[src/crs_pkg.sv]
/*
 * Shared constants and types for the counter read-snapshot pair.
 * Assumes both ends run on one 10 MHz clock with a synchronous reset.
 */
package crs_pkg;
	localparam int CHANNELS         = 2;
	localparam int CNT_W            = 8;
	localparam int CH_TWO           = 0;
	localparam int CH_FOUR          = 1;
	localparam int OSC_DIV          = 4;
	localparam int OSC_DIV_W        = 2;
	localparam logic [OSC_DIV_W-1:0] OSC_DIV_LAST = 2'h3;
	localparam int CLK_PERIOD_NS    = 100;
	localparam int STOP_SETTLE_NS   = 300;
	localparam int STOP_SETTLE_CYC  = (STOP_SETTLE_NS + CLK_PERIOD_NS - 1) / CLK_PERIOD_NS;
	localparam int SETTLE_W         = 3;
	localparam logic [SETTLE_W-1:0] SETTLE_LOAD = SETTLE_W'(STOP_SETTLE_CYC);
	localparam logic [CNT_W-1:0]    CNT_ZERO    = 8'h00;
	localparam logic [CNT_W-1:0]    CNT_ONE     = 8'h01;
	localparam int RESET_SYNC_STAGES = 2;

	typedef enum logic [1:0] {
		CRS_STOP_NONE = 2'h0,
		CRS_STOP_OSC  = 2'h1,
		CRS_STOP_SRC  = 2'h2,
		CRS_STOP_LUT  = 2'h3
	} crs_stop_t;

	typedef enum logic [2:0] {
		CRS_H_IDLE   = 3'h0,
		CRS_H_STOP   = 3'h1,
		CRS_H_SETTLE = 3'h2,
		CRS_H_REQ    = 3'h3,
		CRS_H_WAIT   = 3'h4,
		CRS_H_RESUME = 3'h5
	} crs_host_state_t;
endpackage : crs_pkg

[src/crs_link_if.sv]
/*
 * Link between the counter device end and the reading host end.
 * Assumes both ends share clk; no signal here needs a crossing.
 */
`timescale 1ns/10ps
`default_nettype none
interface crs_link_if;
	import crs_pkg::*;
	logic                osc_pwr_down;
	logic [CHANNELS-1:0] clk_src_mtx;
	logic [CHANNELS-1:0] mtx_en;
	logic [CHANNELS-1:0] mtx_tick;
	logic [CHANNELS-1:0] cnt_reset;
	logic                rd_req;
	logic                rd_sel;
	logic [CNT_W-1:0]    rd_data;
	logic                rd_valid;
	logic [CHANNELS-1:0] cnt_out;

	modport dev (
		input  osc_pwr_down, clk_src_mtx, mtx_en, mtx_tick, cnt_reset, rd_req, rd_sel,
		output rd_data, rd_valid, cnt_out
	);
	modport host (
		output osc_pwr_down, clk_src_mtx, mtx_en, mtx_tick, cnt_reset, rd_req, rd_sel,
		input  rd_data, rd_valid, cnt_out
	);
endinterface : crs_link_if
`default_nettype wire

[src/crs_host_end.sv]
/*
 * Host end: synchronizes counter resets and external clocks, stops the
 * counter clock in the chosen way, then reads one count value.
 * Assumes reset_pin and ext_clk_pin come from outside the clk domain.
 */
`timescale 1ns/10ps
`default_nettype none
module crs_host_end (
	input  wire logic                          clk,
	input  wire logic                          reset,
	crs_link_if.host                           link,
	input  wire logic                          start,
	input  wire logic                          sel,
	input  wire crs_pkg::crs_stop_t            stop_mode,
	input  wire logic [crs_pkg::CHANNELS-1:0]  src_mtx_cfg,
	input  wire logic [crs_pkg::CHANNELS-1:0]  mtx_en_cfg,
	input  wire logic [crs_pkg::CHANNELS-1:0]  ext_clk_pin,
	input  wire logic [crs_pkg::CHANNELS-1:0]  reset_pin,
	output var  logic                          busy,
	output var  logic                          done,
	output var  logic [crs_pkg::CNT_W-1:0]     value
);
	import crs_pkg::*;

	crs_host_state_t     state_ff;
	crs_host_state_t     nxt_state;
	logic [SETTLE_W-1:0] settle_ff;
	logic [SETTLE_W-1:0] nxt_settle;
	crs_stop_t           mode_ff;
	crs_stop_t           nxt_mode;
	logic                sel_ff;
	logic                nxt_sel;
	logic                req_ff;
	logic                nxt_req;
	logic                busy_ff;
	logic                nxt_busy;
	logic                done_ff;
	logic                nxt_done;
	logic [CNT_W-1:0]    value_ff;
	logic [CNT_W-1:0]    nxt_value;
	logic                pwr_ff;
	logic                nxt_pwr;
	logic [CHANNELS-1:0] src_ff;
	logic [CHANNELS-1:0] nxt_src;
	logic [CHANNELS-1:0] en_ff;
	logic [CHANNELS-1:0] nxt_en;
	logic [CHANNELS-1:0] gate;

	logic [CHANNELS-1:0][RESET_SYNC_STAGES-1:0] rst_sync_ff;
	logic [CHANNELS-1:0][RESET_SYNC_STAGES-1:0] nxt_rst_sync;
	logic [CHANNELS-1:0][2:0]                   clk_sync_ff;
	logic [CHANNELS-1:0][2:0]                   nxt_clk_sync;
	logic [CHANNELS-1:0]                        tick_ff;
	logic [CHANNELS-1:0]                        nxt_tick;

	genvar gi;
	generate
		for (gi = 0; gi < CHANNELS; gi++) begin : g_pin
			assign gate[gi] = (mode_ff == CRS_STOP_LUT) && (sel_ff == 1'(gi)) && busy_ff;

			always_comb begin
				nxt_rst_sync[gi] = {rst_sync_ff[gi][0], reset_pin[gi]};
				nxt_clk_sync[gi] = {clk_sync_ff[gi][1:0], ext_clk_pin[gi]};
				nxt_tick[gi]     = clk_sync_ff[gi][1] & ~clk_sync_ff[gi][2] & ~gate[gi];
			end

			always_ff @(posedge clk) begin
				if (reset) begin
					rst_sync_ff[gi] <= '0;
					clk_sync_ff[gi] <= '0;
					tick_ff[gi]     <= 1'b0;
				end else begin
					rst_sync_ff[gi] <= nxt_rst_sync[gi];
					clk_sync_ff[gi] <= nxt_clk_sync[gi];
					tick_ff[gi]     <= nxt_tick[gi];
				end
			end

			assign link.cnt_reset[gi] = rst_sync_ff[gi][RESET_SYNC_STAGES-1];
		end
	endgenerate

	always_comb begin
		nxt_state  = state_ff;
		nxt_settle = settle_ff;
		nxt_mode   = mode_ff;
		nxt_sel    = sel_ff;
		nxt_req    = 1'b0;
		nxt_busy   = busy_ff;
		nxt_done   = 1'b0;
		nxt_value  = value_ff;
		nxt_pwr    = pwr_ff;
		nxt_src    = src_mtx_cfg;
		nxt_en     = mtx_en_cfg;
		if (busy_ff && mode_ff == CRS_STOP_SRC) begin
			nxt_src[sel_ff] = 1'b1;
			nxt_en[sel_ff]  = 1'b0;
		end
		case (state_ff)
			CRS_H_IDLE: begin
				if (start) begin
					nxt_mode  = stop_mode;
					nxt_sel   = sel;
					nxt_busy  = 1'b1;
					nxt_state = CRS_H_STOP;
				end
			end
			CRS_H_STOP: begin
				nxt_pwr    = (mode_ff == CRS_STOP_OSC);
				nxt_settle = SETTLE_LOAD;
				nxt_state  = (mode_ff == CRS_STOP_NONE) ? CRS_H_REQ : CRS_H_SETTLE;
			end
			CRS_H_SETTLE: begin
				nxt_settle = settle_ff - 3'h1;
				if (settle_ff == 3'h1) begin
					nxt_state = CRS_H_REQ;
				end
			end
			CRS_H_REQ: begin
				nxt_req   = 1'b1;
				nxt_state = CRS_H_WAIT;
			end
			CRS_H_WAIT: begin
				if (link.rd_valid) begin
					nxt_value = link.rd_data;
					nxt_state = CRS_H_RESUME;
				end
			end
			CRS_H_RESUME: begin
				nxt_pwr   = 1'b0;
				nxt_busy  = 1'b0;
				nxt_done  = 1'b1;
				nxt_state = CRS_H_IDLE;
			end
			default: begin
				nxt_state = CRS_H_IDLE;
			end
		endcase
	end

	always_ff @(posedge clk) begin
		if (reset) begin
			state_ff  <= CRS_H_IDLE;
			settle_ff <= '0;
			mode_ff   <= CRS_STOP_NONE;
			sel_ff    <= 1'b0;
			req_ff    <= 1'b0;
			busy_ff   <= 1'b0;
			done_ff   <= 1'b0;
			value_ff  <= CNT_ZERO;
			pwr_ff    <= 1'b0;
			src_ff    <= '0;
			en_ff     <= '0;
		end else begin
			state_ff  <= nxt_state;
			settle_ff <= nxt_settle;
			mode_ff   <= nxt_mode;
			sel_ff    <= nxt_sel;
			req_ff    <= nxt_req;
			busy_ff   <= nxt_busy;
			done_ff   <= nxt_done;
			value_ff  <= nxt_value;
			pwr_ff    <= nxt_pwr;
			src_ff    <= nxt_src;
			en_ff     <= nxt_en;
		end
	end

	assign link.osc_pwr_down = pwr_ff;
	assign link.clk_src_mtx  = src_ff;
	assign link.mtx_en       = en_ff;
	assign link.mtx_tick     = tick_ff;
	assign link.rd_req       = req_ff;
	assign link.rd_sel       = sel_ff;
	assign busy              = busy_ff;
	assign done              = done_ff;
	assign value             = value_ff;
endmodule : crs_host_end
`default_nettype wire

[src/flat_wrapper.sv]
// flat-port wrapper written by rule: the top's interface ports become plain ports
module crs_host_end_flat import crs_pkg::*;
  (clk, reset, start, sel, stop_mode, src_mtx_cfg, mtx_en_cfg, ext_clk_pin, reset_pin, busy, done, value, link_osc_pwr_down, link_clk_src_mtx, link_mtx_en, link_mtx_tick, link_cnt_reset, link_rd_req, link_rd_sel, link_rd_data, link_rd_valid, link_cnt_out);
  crs_link_if link_i ();
  input  wire logic clk;
  input  wire logic reset;
  input  wire logic start;
  input  wire logic sel;
  input  wire crs_pkg::crs_stop_t stop_mode;
  input  wire logic [crs_pkg::CHANNELS-1:0] src_mtx_cfg;
  input  wire logic [crs_pkg::CHANNELS-1:0] mtx_en_cfg;
  input  wire logic [crs_pkg::CHANNELS-1:0] ext_clk_pin;
  input  wire logic [crs_pkg::CHANNELS-1:0] reset_pin;
  output var  logic busy;
  output var  logic done;
  output var  logic [crs_pkg::CNT_W-1:0] value;
  output wire logic [$bits(link_i.osc_pwr_down)-1:0] link_osc_pwr_down;
  output wire logic [$bits(link_i.clk_src_mtx)-1:0] link_clk_src_mtx;
  output wire logic [$bits(link_i.mtx_en)-1:0] link_mtx_en;
  output wire logic [$bits(link_i.mtx_tick)-1:0] link_mtx_tick;
  output wire logic [$bits(link_i.cnt_reset)-1:0] link_cnt_reset;
  output wire logic [$bits(link_i.rd_req)-1:0] link_rd_req;
  output wire logic [$bits(link_i.rd_sel)-1:0] link_rd_sel;
  input wire logic [$bits(link_i.rd_data)-1:0] link_rd_data;
  input wire logic [$bits(link_i.rd_valid)-1:0] link_rd_valid;
  input wire logic [$bits(link_i.cnt_out)-1:0] link_cnt_out;
  assign link_osc_pwr_down = link_i.osc_pwr_down;
  assign link_clk_src_mtx = link_i.clk_src_mtx;
  assign link_mtx_en = link_i.mtx_en;
  assign link_mtx_tick = link_i.mtx_tick;
  assign link_cnt_reset = link_i.cnt_reset;
  assign link_rd_req = link_i.rd_req;
  assign link_rd_sel = link_i.rd_sel;
  assign link_i.rd_data = link_rd_data;
  assign link_i.rd_valid = link_rd_valid;
  assign link_i.cnt_out = link_cnt_out;
  crs_host_end u_core (.clk(clk), .reset(reset), .link(link_i), .start(start), .sel(sel), .stop_mode(stop_mode), .src_mtx_cfg(src_mtx_cfg), .mtx_en_cfg(mtx_en_cfg), .ext_clk_pin(ext_clk_pin), .reset_pin(reset_pin), .busy(busy), .done(done), .value(value));
endmodule
[config.mk]
export PLATFORM = sky130hd
export DESIGN_NAME = crs_host_end_flat
export DESIGN_NICKNAME = d
export VERILOG_FILES = /design/src/crs_pkg.sv /design/src/crs_link_if.sv /design/src/crs_host_end.sv /design/src/flat_wrapper.sv
export SDC_FILE = /design/constraint.sdc
export NUM_CORES = 1
export LEC_CHECK = 0
export BUFFER_PORTS_ARGS = -buffer_cell sky130_fd_sc_hd__buf_2
export CAP_MARGIN = 20
export CORE_MARGIN = 2
export CORE_UTILIZATION = 35
export CTS_CLUSTER_DIAMETER = 80
export DETAILED_ROUTE_END_ITERATION = 7
export GPL_ROUTABILITY_DRIVEN = 0
export SETUP_SLACK_MARGIN = 0.15
export SLEW_MARGIN = 15
export SYNTH_ARGS = -nofsm -noshare
export SYNTH_HDL_FRONTEND = slang
export SYNTH_SLANG_ARGS = --single-unit
[constraint.sdc]
create_clock -name clk -period 3.2 [get_ports clk]
set_input_delay 0.48 -clock clk [delete_from_list [all_inputs] [get_ports clk]]
set_output_delay 0.48 -clock clk [all_outputs]
set_load 0.03 [all_outputs]
# Word-level counts from Yosys, hierarchy flattened
# Cells that the tools add are included.
# word_totals
ff_bits	37
latch_bits	0
ramBits	0
mem_bits_ro	0
input_bits	25
output_inout_bits	21
memories	0
# op_classes
addsub	1
multipliers	0
div_mod_pow	0
magnitude_cmp	2
n_eq_ne	12
shifts	0
n_mux	15
bitwise	12
reduce_logical	15
# ops
cell	count
one-hot mux 3 bit (5 select lines)	1
two-way mux 3 bit	3
== test 3 x 1 -> 1 bit, second input constant	2
== test 3 x 2 -> 1 bit, second input constant	2
== test 3 bit, second input constant	2
logical AND 1 bit	6
one-hot mux 3 bit (2 select lines)	1
AND reduction 2 bit	3
nonzero test 2 bit	3
two-way mux 1 bit	5
inverter 1 bit	5
bitwise AND 1 bit	4
== test 2 bit, second input constant	2
two-way mux 2 bit	2
!= test 2 bit, second input constant	2
one-hot mux 1 bit (2 select lines)	2
zero test 3 bit	1
AND reduction 3 bit	1
subtractor 3 x 1 -> 3 bit, second input constant	1
bitwise AND 2 bit	1
== test 2 x 1 -> 1 bit, second input constant	1
zero test 2 bit	1
less-than comparator 1 x 2 -> 1 bit, second input constant	1
!= test 2 x 1 -> 1 bit, second input constant	1
4 further kinds	4

# Logic depth before layout (Yosys ltp)
# Gate-level depths: netlist (run 1).
# depth
ltp_word	7
ltp_mapped	5

# Least setup slack after synthesis (run 1)
# No wires, ideal clock.
# synth_path
path_kind	in2reg
start	in link_rd_valid
end	reg u_core.value_ff[0], in the netlist u_core.value[0]
setup_time_ns	0.128
arrival_time_ns	1.155
slack_ns	1.918
path_stages	4
n_path_buf	1
path_cell_list	nor4bb_1 > buf_4 > mux2i_1 > nor2_1
# synth_via
elab_chain_cells	1
# synth_lines
item	line_no	text
start, declared	flat_wrapper.sv:25	input wire logic [$bits(link_i.rd_valid)-1:0] link_rd_valid;
AND reduction 2 bit (no source line)	--	
end signal, assigned	crs_host_end.sv:162	value_ff <= nxt_value;
end, declared	crs_host_end.sv:39	logic [CNT_W-1:0] value_ff;
# Every way passes these cells.
# A chain may end at the register's enable or synchronous reset.

# Worst setup path after layout (run 1)
# layout_path
start	reg u_core.state_ff[2]
end	reg u_core.value_ff[2], in the netlist u_core.value[2]
# layout_via
elab_chain_cells	2
# layout_lines
item	line_no	text
start, declared	crs_host_end.sv:25	crs_host_state_t state_ff;
start signal, assigned	crs_host_end.sv:155	state_ff <= nxt_state;
== test 3 bit	crs_host_end.sv:99	case (state_ff)
AND reduction 2 bit (no source line)	--	
# Every way passes these cells.

==> reports/qor.txt, run 1 <==
FP Rows: 22
Cell Int Power: 774 uW
Root Buffer: clkbuf_8
post-synthesis sequential area ratio: 53.3%
Seq pwr share: 52.5%
Netlist Area Pre-Place: 0.00139 mm2
Top FF cell, synth: dfxtp_1
Yosys warning total: 0
Total Nets Final: 204
DRT antenna net count: 0
switch share: 29.3%
Max FO, Critical Path: 16
final-report max-slew violation count: 0
Die Span X: 67.0 um
Fin. Hold Viols: 0
Post-Synth Adder-Cell Area: 1.80%
# DRC: 0
multiplexer share of the synthesized area: 7.92%
Setup Viol. Count Final: 0
Slew HR: 55.6%
Synth Area in Compound Gates: 6.39%
die height: 67.0 um
RSZ-0062 raised after global routing: false
Yosys reg bits: 37
Layout Area Growth over Synthesis: 23.6%
Synth Area in Simple Gates: 25.7%
CTS tree: yes
Layout Skew: 5.47 ps
Peak supply drop: 0.000235 V
setup bufs post-CTS: 0
sw power: 321 uW
# Max-Cap Violations: 0
I/O pin cnt: 46
XOR/XNOR share of the synthesized area: 0.630%
ys async rst share: 0%
Final Critical Period: 1610 ps
number of synthesized flops with an enable pin: 0
Comb pwr share: 18.9%
PwrDens: 638 mW/mm2
Placed Cells: 218
CTS Sinks: 37
cts bufs inserted: 5
Mean Syn Cell Area: 10.3 um2
quantity of hold-fixing buffers added after cts: 0
Worst Tran Pin Value: 665 ps
fmax: 621 MHz
vias in the first global route: 984
Port Buffers: 43
largest net degree at the start of global routing: 36
combinational family with the most area after synthesis: simple AND/OR/NAND/NOR gates
Mapped Cells: 135
Detailed Routing Iterations Pass 1: 4
period utilisation layout: 50.3%
Initial Util: 37.1%
routed wire length: 2.76 mm
Cell variety after synth: 32
# fillers: 379
Leak: 0.736 nW
Worst Path Required: 3350 ps
# H-tree levels: 2
crit path capture type: flop
DR WL/cell: 12.2 um
final non-filler cell total: 225
number of DRC markers in iteration 0: 34
routed vias: 1078
Mapped Nets: 162
clock slew at reported path FFs: 70 ps
Clk Latency, worst-skew pair: 280 ps
CP Launch Type: flop
CTS Buffer Depth: 2
first-pass GRT wire length: 4.27 mm
GRT Total Usage: 12.8%
share of cells above drive strength 1: 29.9%
die area: 0.00449 mm2
grt ovf: 0
Core Box Area: 0.00374 mm2
Via density: 4.79
Resize count post-CTS: 0
Crit Path Class: flop to flop
CP arrival: 1760 ps
status: completed
Post-DP HPWL: 1.97 mm
# diodes: 0
initial antenna violation count: 0
final setup TNS: 0 ps
Hold Path Class: input port to flop
Clock power frac: 28.7%
==> final cells by class <==
type / count / area, um2 / area share, %
clock buffer: 7 / 86.3 / 5.03
multi-input combinational: 86 / 597 / 34.7
inverter: 3 / 11.3 / 0.655
sequential: 37 / 741 / 43.1
tap: 48 / 60.1 / 3.50
timing repair buffer: 44 / 223 / 13.0
==> worst max-delay path, cell delays in order, from the launching register on <==
cell and delay [ps]:
dfxtp_1 670, nor4bb_2 290, buf_4 230, mux2i_1 220, nor2_1 60
==> path summary, 6_finish.rpt <==
kind / start / to / slack [ps] / cells after the start
min: ext_clk_pin[1] / u_core.clk_sync_ff[3] / 410 / 2
min reg2reg: u_core.clk_sync_ff[2] / u_core.link.mtx_tick[0] / 430 / 1
max: u_core.state_ff[2] / u_core.value[2] / 1590 / 4
max reg2reg: u_core.state_ff[2] / u_core.value[2] / 1590 / 4
==> power by group through the flow <==
stage | clock network, mW | registers (mW) | logic [mW]
floorplan | 0 | 0.570 | 0.167
global placement | 0 | 0.580 | 0.196
detailed placement | 0 | 0.584 | 0.209
CTS | 0.331 | 0.574 | 0.210
global route | 0.350 | 0.583 | 0.229
finish | 0.314 | 0.575 | 0.207
==> cells in the final DEF, fill, tap and decap left out, types with 4 or more instances in the layout <==
| cell type | instances |
|---|---|
| nor2_1 | 20 |
| clkbuf_8 | 6 |
| mux2i_1 | 11 |
| buf_2 | 43 |
| nand3b_1 | 4 |
| a21oi_1 | 6 |
| nor2b_1 | 10 |
| nor3b_1 | 4 |
| dfxtp_1 | 37 |
| o21ai_0 | 4 |
==> metrics by stage <==
step	instance area, um2	total power [mW]	hold WS [ps]	util [%]	worst slack [ps]
finish	1720	1.10	405	45.9	1590
global route	1720	1.16	404	45.9	1500
CTS	1720	1.12	397	45.9	1570
detailed placement	1630	0.794	408	43.6	1590
global placement	1630	0.775	380	43.6	1670
floorplan	1390	0.737	373	-	1920
==> per-layer routing <==
layer | part of all wire, % | vias up | GRT usage [%]
met4 | 1.5 | 0 | 4.59
met5 | 0 | - | 0
li1 | - | 543 | -
met1 | 43 | 491 | 14.5
met3 | 8.3 | 6 | 5.07
met2 | 47 | 38 | 21.5
==> synth_stat cells, types with 2 or more instances <==
cell	n	area [um2]
nor4b_1	2	17.5
nor2_1	20	75.1
clkbuf_1	5	18.8
nand2_1	3	11.3
nand3b_1	4	30.0
buf_2	2	10.0
nor4bb_1	3	30.0
mux2i_1	11	110
a211oi_1	3	22.5
inv_1	3	11.3
nor3b_1	4	30.0
dfxtp_1	37	741
ha_1	2	25.0
o21ai_0	4	20.0
nor2b_1	10	62.6
a21oi_1	6	30.0
==> registers in the layout, summed over array words and instances (netlist names) <==
| name | cells |
|---|---|
| u_core.link.osc_pwr_down | 1 |
| u_core.clk_sync_ff | 6 |
| u_core.nxt_rst_sync | 2 |
| u_core.state_ff | 3 |
| u_core.link.mtx_tick | 2 |
| u_core.mode_ff | 2 |
| u_core.value | 8 |
| u_core.link.rd_sel | 1 |
| u_core.busy | 1 |
| u_core.settle_ff | 3 |
| u_core.link.cnt_reset | 2 |
| u_core.link.rd_req | 1 |
| u_core.link.mtx_en | 2 |
| u_core.done | 1 |
| u_core.link.clk_src_mtx | 2 |
==> logic make-up after synthesis <==
| kind of cell | after synthesis |
|---|---|
| flip-flops | 37 |
| XOR/XNOR | 1 |
| multiplexers | 11 |
| buffers and inverters | 12 |
| adder cells (fa/ha/maj) | 2 |
| AO/OA/AOI/OAI | 15 |
| AND/OR/NAND/NOR | 57 |
Note: power is estimated with default switching activity, not from simulation.
==> run 2, diff against run 1 <==
==> constraint.sdc (replaced) <==
create_clock -name clk -period 1.61 [get_ports clk]
set_input_delay 0.2415 -clock clk [delete_from_list [all_inputs] [get_ports clk]]
set_output_delay 0.2415 -clock clk [all_outputs]
set_load 0.03 [all_outputs]
==> reports/qor.txt, run 2 (synthesized netlist as in run 1, its figures left out) <==
status: completed
GRT Total Usage: 12.5%
Post-DP HPWL: 1.90 mm
Core Box Area: 0.00374 mm2
CTS tree: yes
CTS Buffer Depth: 2
die area: 0.00449 mm2
DR WL/cell: 11.3 um
Clk Latency, worst-skew pair: 280 ps
Via density: 4.69
Worst path max stage delay: 390 ps
Worst Slack Setup Final: 311 ps
Final Critical Period: 1300 ps
cell family with most CP delay: flip-flops
Layout Utilization: 47.6%
fmax: 770 MHz
routed vias: 1078
setup bufs post-CTS: 0
Peak supply drop: 0.000824 V
Port Buffers: 43
FP Rows: 22
# H-tree levels: 2
Hold Path Class: input port to flop
Crit Path Class: flop to flop
vias in the first global route: 1001
Initial Util: 37.1%
Die Span X: 67.0 um
Bufs and invs on worst path: 1
first-pass GRT wire length: 4.24 mm
final-report max-slew violation count: 0
# DRC: 0
# diodes: 0
Root Buffer: clkbuf_8
cts bufs inserted: 5
Slew HR: 65.7%
initial antenna violation count: 0
final setup TNS: 0 ps
I/O pin cnt: 46
Layout Skew: 4.38 ps
commonest non-fill, non-tap cells in the layout: buf_2, dfxtp_1, nor2_1
worst hold margin: 171 ps
Leak: 0.770 nW
Worst Tran Pin Value: 515 ps
# Max-Cap Violations: 0
crit path capture type: flop
largest net degree at the start of global routing: 30
Layout Area Growth over Synthesis: 28.3%
share of cells above drive strength 1: 33.0%
routed wire length: 2.61 mm
Worst Path Required: 1760 ps
CP Launch Type: flop
CP arrival: 1450 ps
clock slew at reported path FFs: 70 ps
critical-path cell list: nor4bb_2, buf_4, mux2i_1, nor2_1
Fin. Hold Viols: 0
grt ovf: 0
Tot Pwr: 2.37 mW
period utilisation layout: 80.7%
Max FO, Critical Path: 8
Detailed Routing Iterations Pass 1: 5
commonest non-fill, non-tap cell in the layout: buf_2
DRT antenna net count: 0
Total Nets Final: 208
die height: 67.0 um
Setup Viol. Count Final: 0
CTS Sinks: 37
RSZ-0062 raised after global routing: false
number of DRC markers in iteration 0: 28
Setup WS pre-CTS: 242 ps
max reg flops: 8
Worst path slowest cell: dfxtp_1
PwrDens: 1330 mW/mm2
==> run 2: changes by cell type in the layout (fill, tap and decap cells not counted) <==
| cell | delta |
|---|---|
| dfxtp_2 | +1 |
| dfxtp_1 | -1 |
| buf_4 | +4 |
| bufinv_16 | +1 |
| clkinvlp_4 | +1 |
| clkbuf_1 | -1 |
==> run 2: cell type report <==
cell class / instances / area [um2]
clock buffers: 6 / 82.6
clock inverters: 2 / 37.5
fillers: 357 / 1960
inverters: 3 / 11.3
multi-input cells: 86 / 597
flip-flops and latches: 37 / 742
well taps: 48 / 60.1
repair buffers: 48 / 253
==> run 2: report_power, final <==
| part | switching (mW) | total, mW | internal (mW) |
|---|---|---|---|
| Sequential | 0.0914 | 1.09 | 0.999 |
| Clock | 0.302 | 0.805 | 0.503 |
| Combinational | 0.255 | 0.477 | 0.221 |
| Total | 0.649 | 2.37 | 1.72 |
==> run 2: stage by stage <==
step | cell area, um2 | std cells
after global routing | 1780 | 230
final | 1780 | 230
after floorplan | 1390 | 135
after CTS | 1780 | 230
after global placement | 1660 | 222
after detailed placement | 1660 | 222
==> run 2: what timing repair did <==
| action | 4_1_cts | 5_1_grt |
|---|---|---|
| hold buffers | 0 | 0 |
| gates resized for setup | 0 | 1 |
| hold endpoints to repair | 0 | 0 |
| setup endpoints to repair | 0 | 3 |
==> run 2: worst register-to-register path, stage by stage (launching register included) <==
cell and delay (ps):
dfxtp_1 390, nor4bb_2 300, buf_4 230, mux2i_1 200, nor2_1 50
==> run 2: metal layers <==
metal	part of all wire, %	routed length (um)	global-route usage [%]	vias up
li1	-	-	-	550
met4	0.54	14	4.59	0
met5	0	0	0	-
met3	7.3	190	4.56	2
met2	47	1230	20.5	33
met1	45	1170	14.8	493
==> run 2: final timing paths <==
check / start / endpoint / slack (ps) / depth (start not counted)
worst min-delay path: reset_pin[1] / u_core.nxt_rst_sync[3] / 170 / 2
worst max register to register: u_core.state_ff[0] / u_core.value[1] / 310 / 4
worst max-delay path: u_core.state_ff[0] / u_core.value[1] / 310 / 4
worst min register to register: u_core.clk_sync_ff[2] / u_core.link.mtx_tick[0] / 390 / 1
==> run 3, diff against run 2 <==
==> constraint.sdc (replaced) <==
create_clock -name clk -period 1.3 [get_ports clk]
set_input_delay 0.195 -clock clk [delete_from_list [all_inputs] [get_ports clk]]
set_output_delay 0.195 -clock clk [all_outputs]
set_load 0.03 [all_outputs]
==> reports/qor.txt, run 3 (synthesized netlist as in run 1, its figures left out) <==
status: completed
PwrDens: 1580 mW/mm2
Worst Path Required: 1480 ps
Total Nets Final: 211
Worst path slowest cell: dfxtp_4
largest net degree at the start of global routing: 21
final setup TNS: 0 ps
Initial Util: 37.1%
Max FO, Critical Path: 8
number of DRC markers in iteration 0: 21
crit path capture type: flop
CP Launch Type: flop
commonest non-fill, non-tap cells in the layout: buf_2, dfxtp_1, nor2_1
Worst Slack Setup Final: 81.4 ps
die area: 0.00449 mm2
die height: 67.0 um
CTS tree: yes
GRT Total Usage: 13.2%
Worst path max stage delay: 370 ps
Clk Latency, worst-skew pair: 280 ps
clock slew at reported path FFs: 70 ps
# DRC: 0
I/O pin cnt: 46
grt ovf: 0
Final Critical Period: 1220 ps
Port Buffers: 43
Detailed Routing Iterations Pass 1: 3
Slew HR: 72.9%
# fillers: 363
vias in the first global route: 1048
Setup Viol. Count Final: 0
first-pass GRT wire length: 4.36 mm
Die Span X: 67.0 um
# diodes: 0
Layout Skew: 4.28 ps
Layout Area Growth over Synthesis: 33.8%
Setup WS pre-CTS: 7.54 ps
max reg flops: 8
Root Buffer: clkbuf_8
CTS Buffer Depth: 2
CP arrival: 1400 ps
FP Rows: 22
Hold Path Class: input port to flop
Via density: 4.70
initial antenna violation count: 0
Peak supply drop: 0.000772 V
RSZ-0062 raised after global routing: true
Placement Cell Area: 0.00169 mm2
Tot Pwr: 2.93 mW
commonest non-fill, non-tap cell in the layout: buf_2
# H-tree levels: 2
Fin. Hold Viols: 0
routed vias: 1094
cts bufs inserted: 5
Post-DP HPWL: 1.94 mm
share of cells above drive strength 1: 39.5%
Worst Tran Pin Value: 401 ps
routed wire length: 2.72 mm
critical-path cell list: nor4bb_2, buf_4, mux2i_1, nor2_1
Leak: 0.800 nW
DRT antenna net count: 0
final-report max-slew violation count: 0
post-route cell area: 0.00186 mm2
# Max-Cap Violations: 0
CTS Sinks: 37
fmax: 821 MHz
quantity of hold-fixing buffers added after cts: 0
Crit Path Class: flop to flop
DR WL/cell: 11.7 um
Core Box Area: 0.00374 mm2
period utilisation layout: 93.7%
==> run 3: cell types whose count changed in the layout (fill, tap and decap cells not counted), moves of 2 or more <==
cell     delta
buf_2       -2
buf_6       +3
dfxtp_1     -5
dfxtp_2     +3
dfxtp_4     +2
o21ai_0     -2
o21ai_1     +2
==> run 3: worst paths after layout <==
path / startpoint / to / slack [ps] / cells after the start
max reg2reg: u_core.state_ff[0] / u_core.value[5] / 80 / 4
min reg2reg: u_core.clk_sync_ff[2] / u_core.link.mtx_tick[0] / 410 / 1
min: src_mtx_cfg[1] / u_core.link.clk_src_mtx[1] / 120 / 3
max: u_core.state_ff[0] / u_core.value[5] / 80 / 4
==> run 3: power breakdown <==
part / internal [mW] / total [mW] / switching, mW
clock network: 0.429 / 0.809 / 0.381
logic: 0.387 / 0.777 / 0.390
registers: 1.25 / 1.35 / 0.0975
==> run 3: per-layer routing <==
metal	global-route usage [%]	share of wire (%)	up-vias
li1	-	-	560
met1	13.6	42	496
met2	23.3	49	32
met3	5.74	7.4	6
met4	5.36	1.8	0
met5	0	0	-
==> run 3: area by class of cell <==
class / instances / area, um2 / share of cell area [%]
sequential: 37 / 753 / 40.5
timing repair buffer: 51 / 304 / 16.4
clock inverter: 2 / 13.8 / 0.740
tap: 48 / 60.1 / 3.23
multi-input combinational: 86 / 634 / 34.1
clock buffer: 6 / 82.6 / 4.44
inverter: 3 / 11.3 / 0.606
==> run 3: through the flow <==
step | hold WS [ps] | cells | util, %
floorplan | 316 | 135 | -
global placement | 380 | 224 | 45.1
detailed placement | 399 | 224 | 45.1
CTS | 115 | 233 | 48.5
global route | 128 | 233 | 49.7
finish | 121 | 233 | 49.7
==> run 3: worst max-delay path, delay by kind of cell, from the launching register on <==
family	cells	cell delay, ps
AND/OR/NAND/NOR	2	300
buffers and inverters	1	230
multiplexers	1	210
flip-flops	1	370
==> run 3: repair_timing <==
action | 4_1_cts | 5_1_grt
setup endpoints to repair | 18 | 18
setup buffers | 1 | 0
gates resized for setup | 11 | 10
pin swaps | 3 | 2
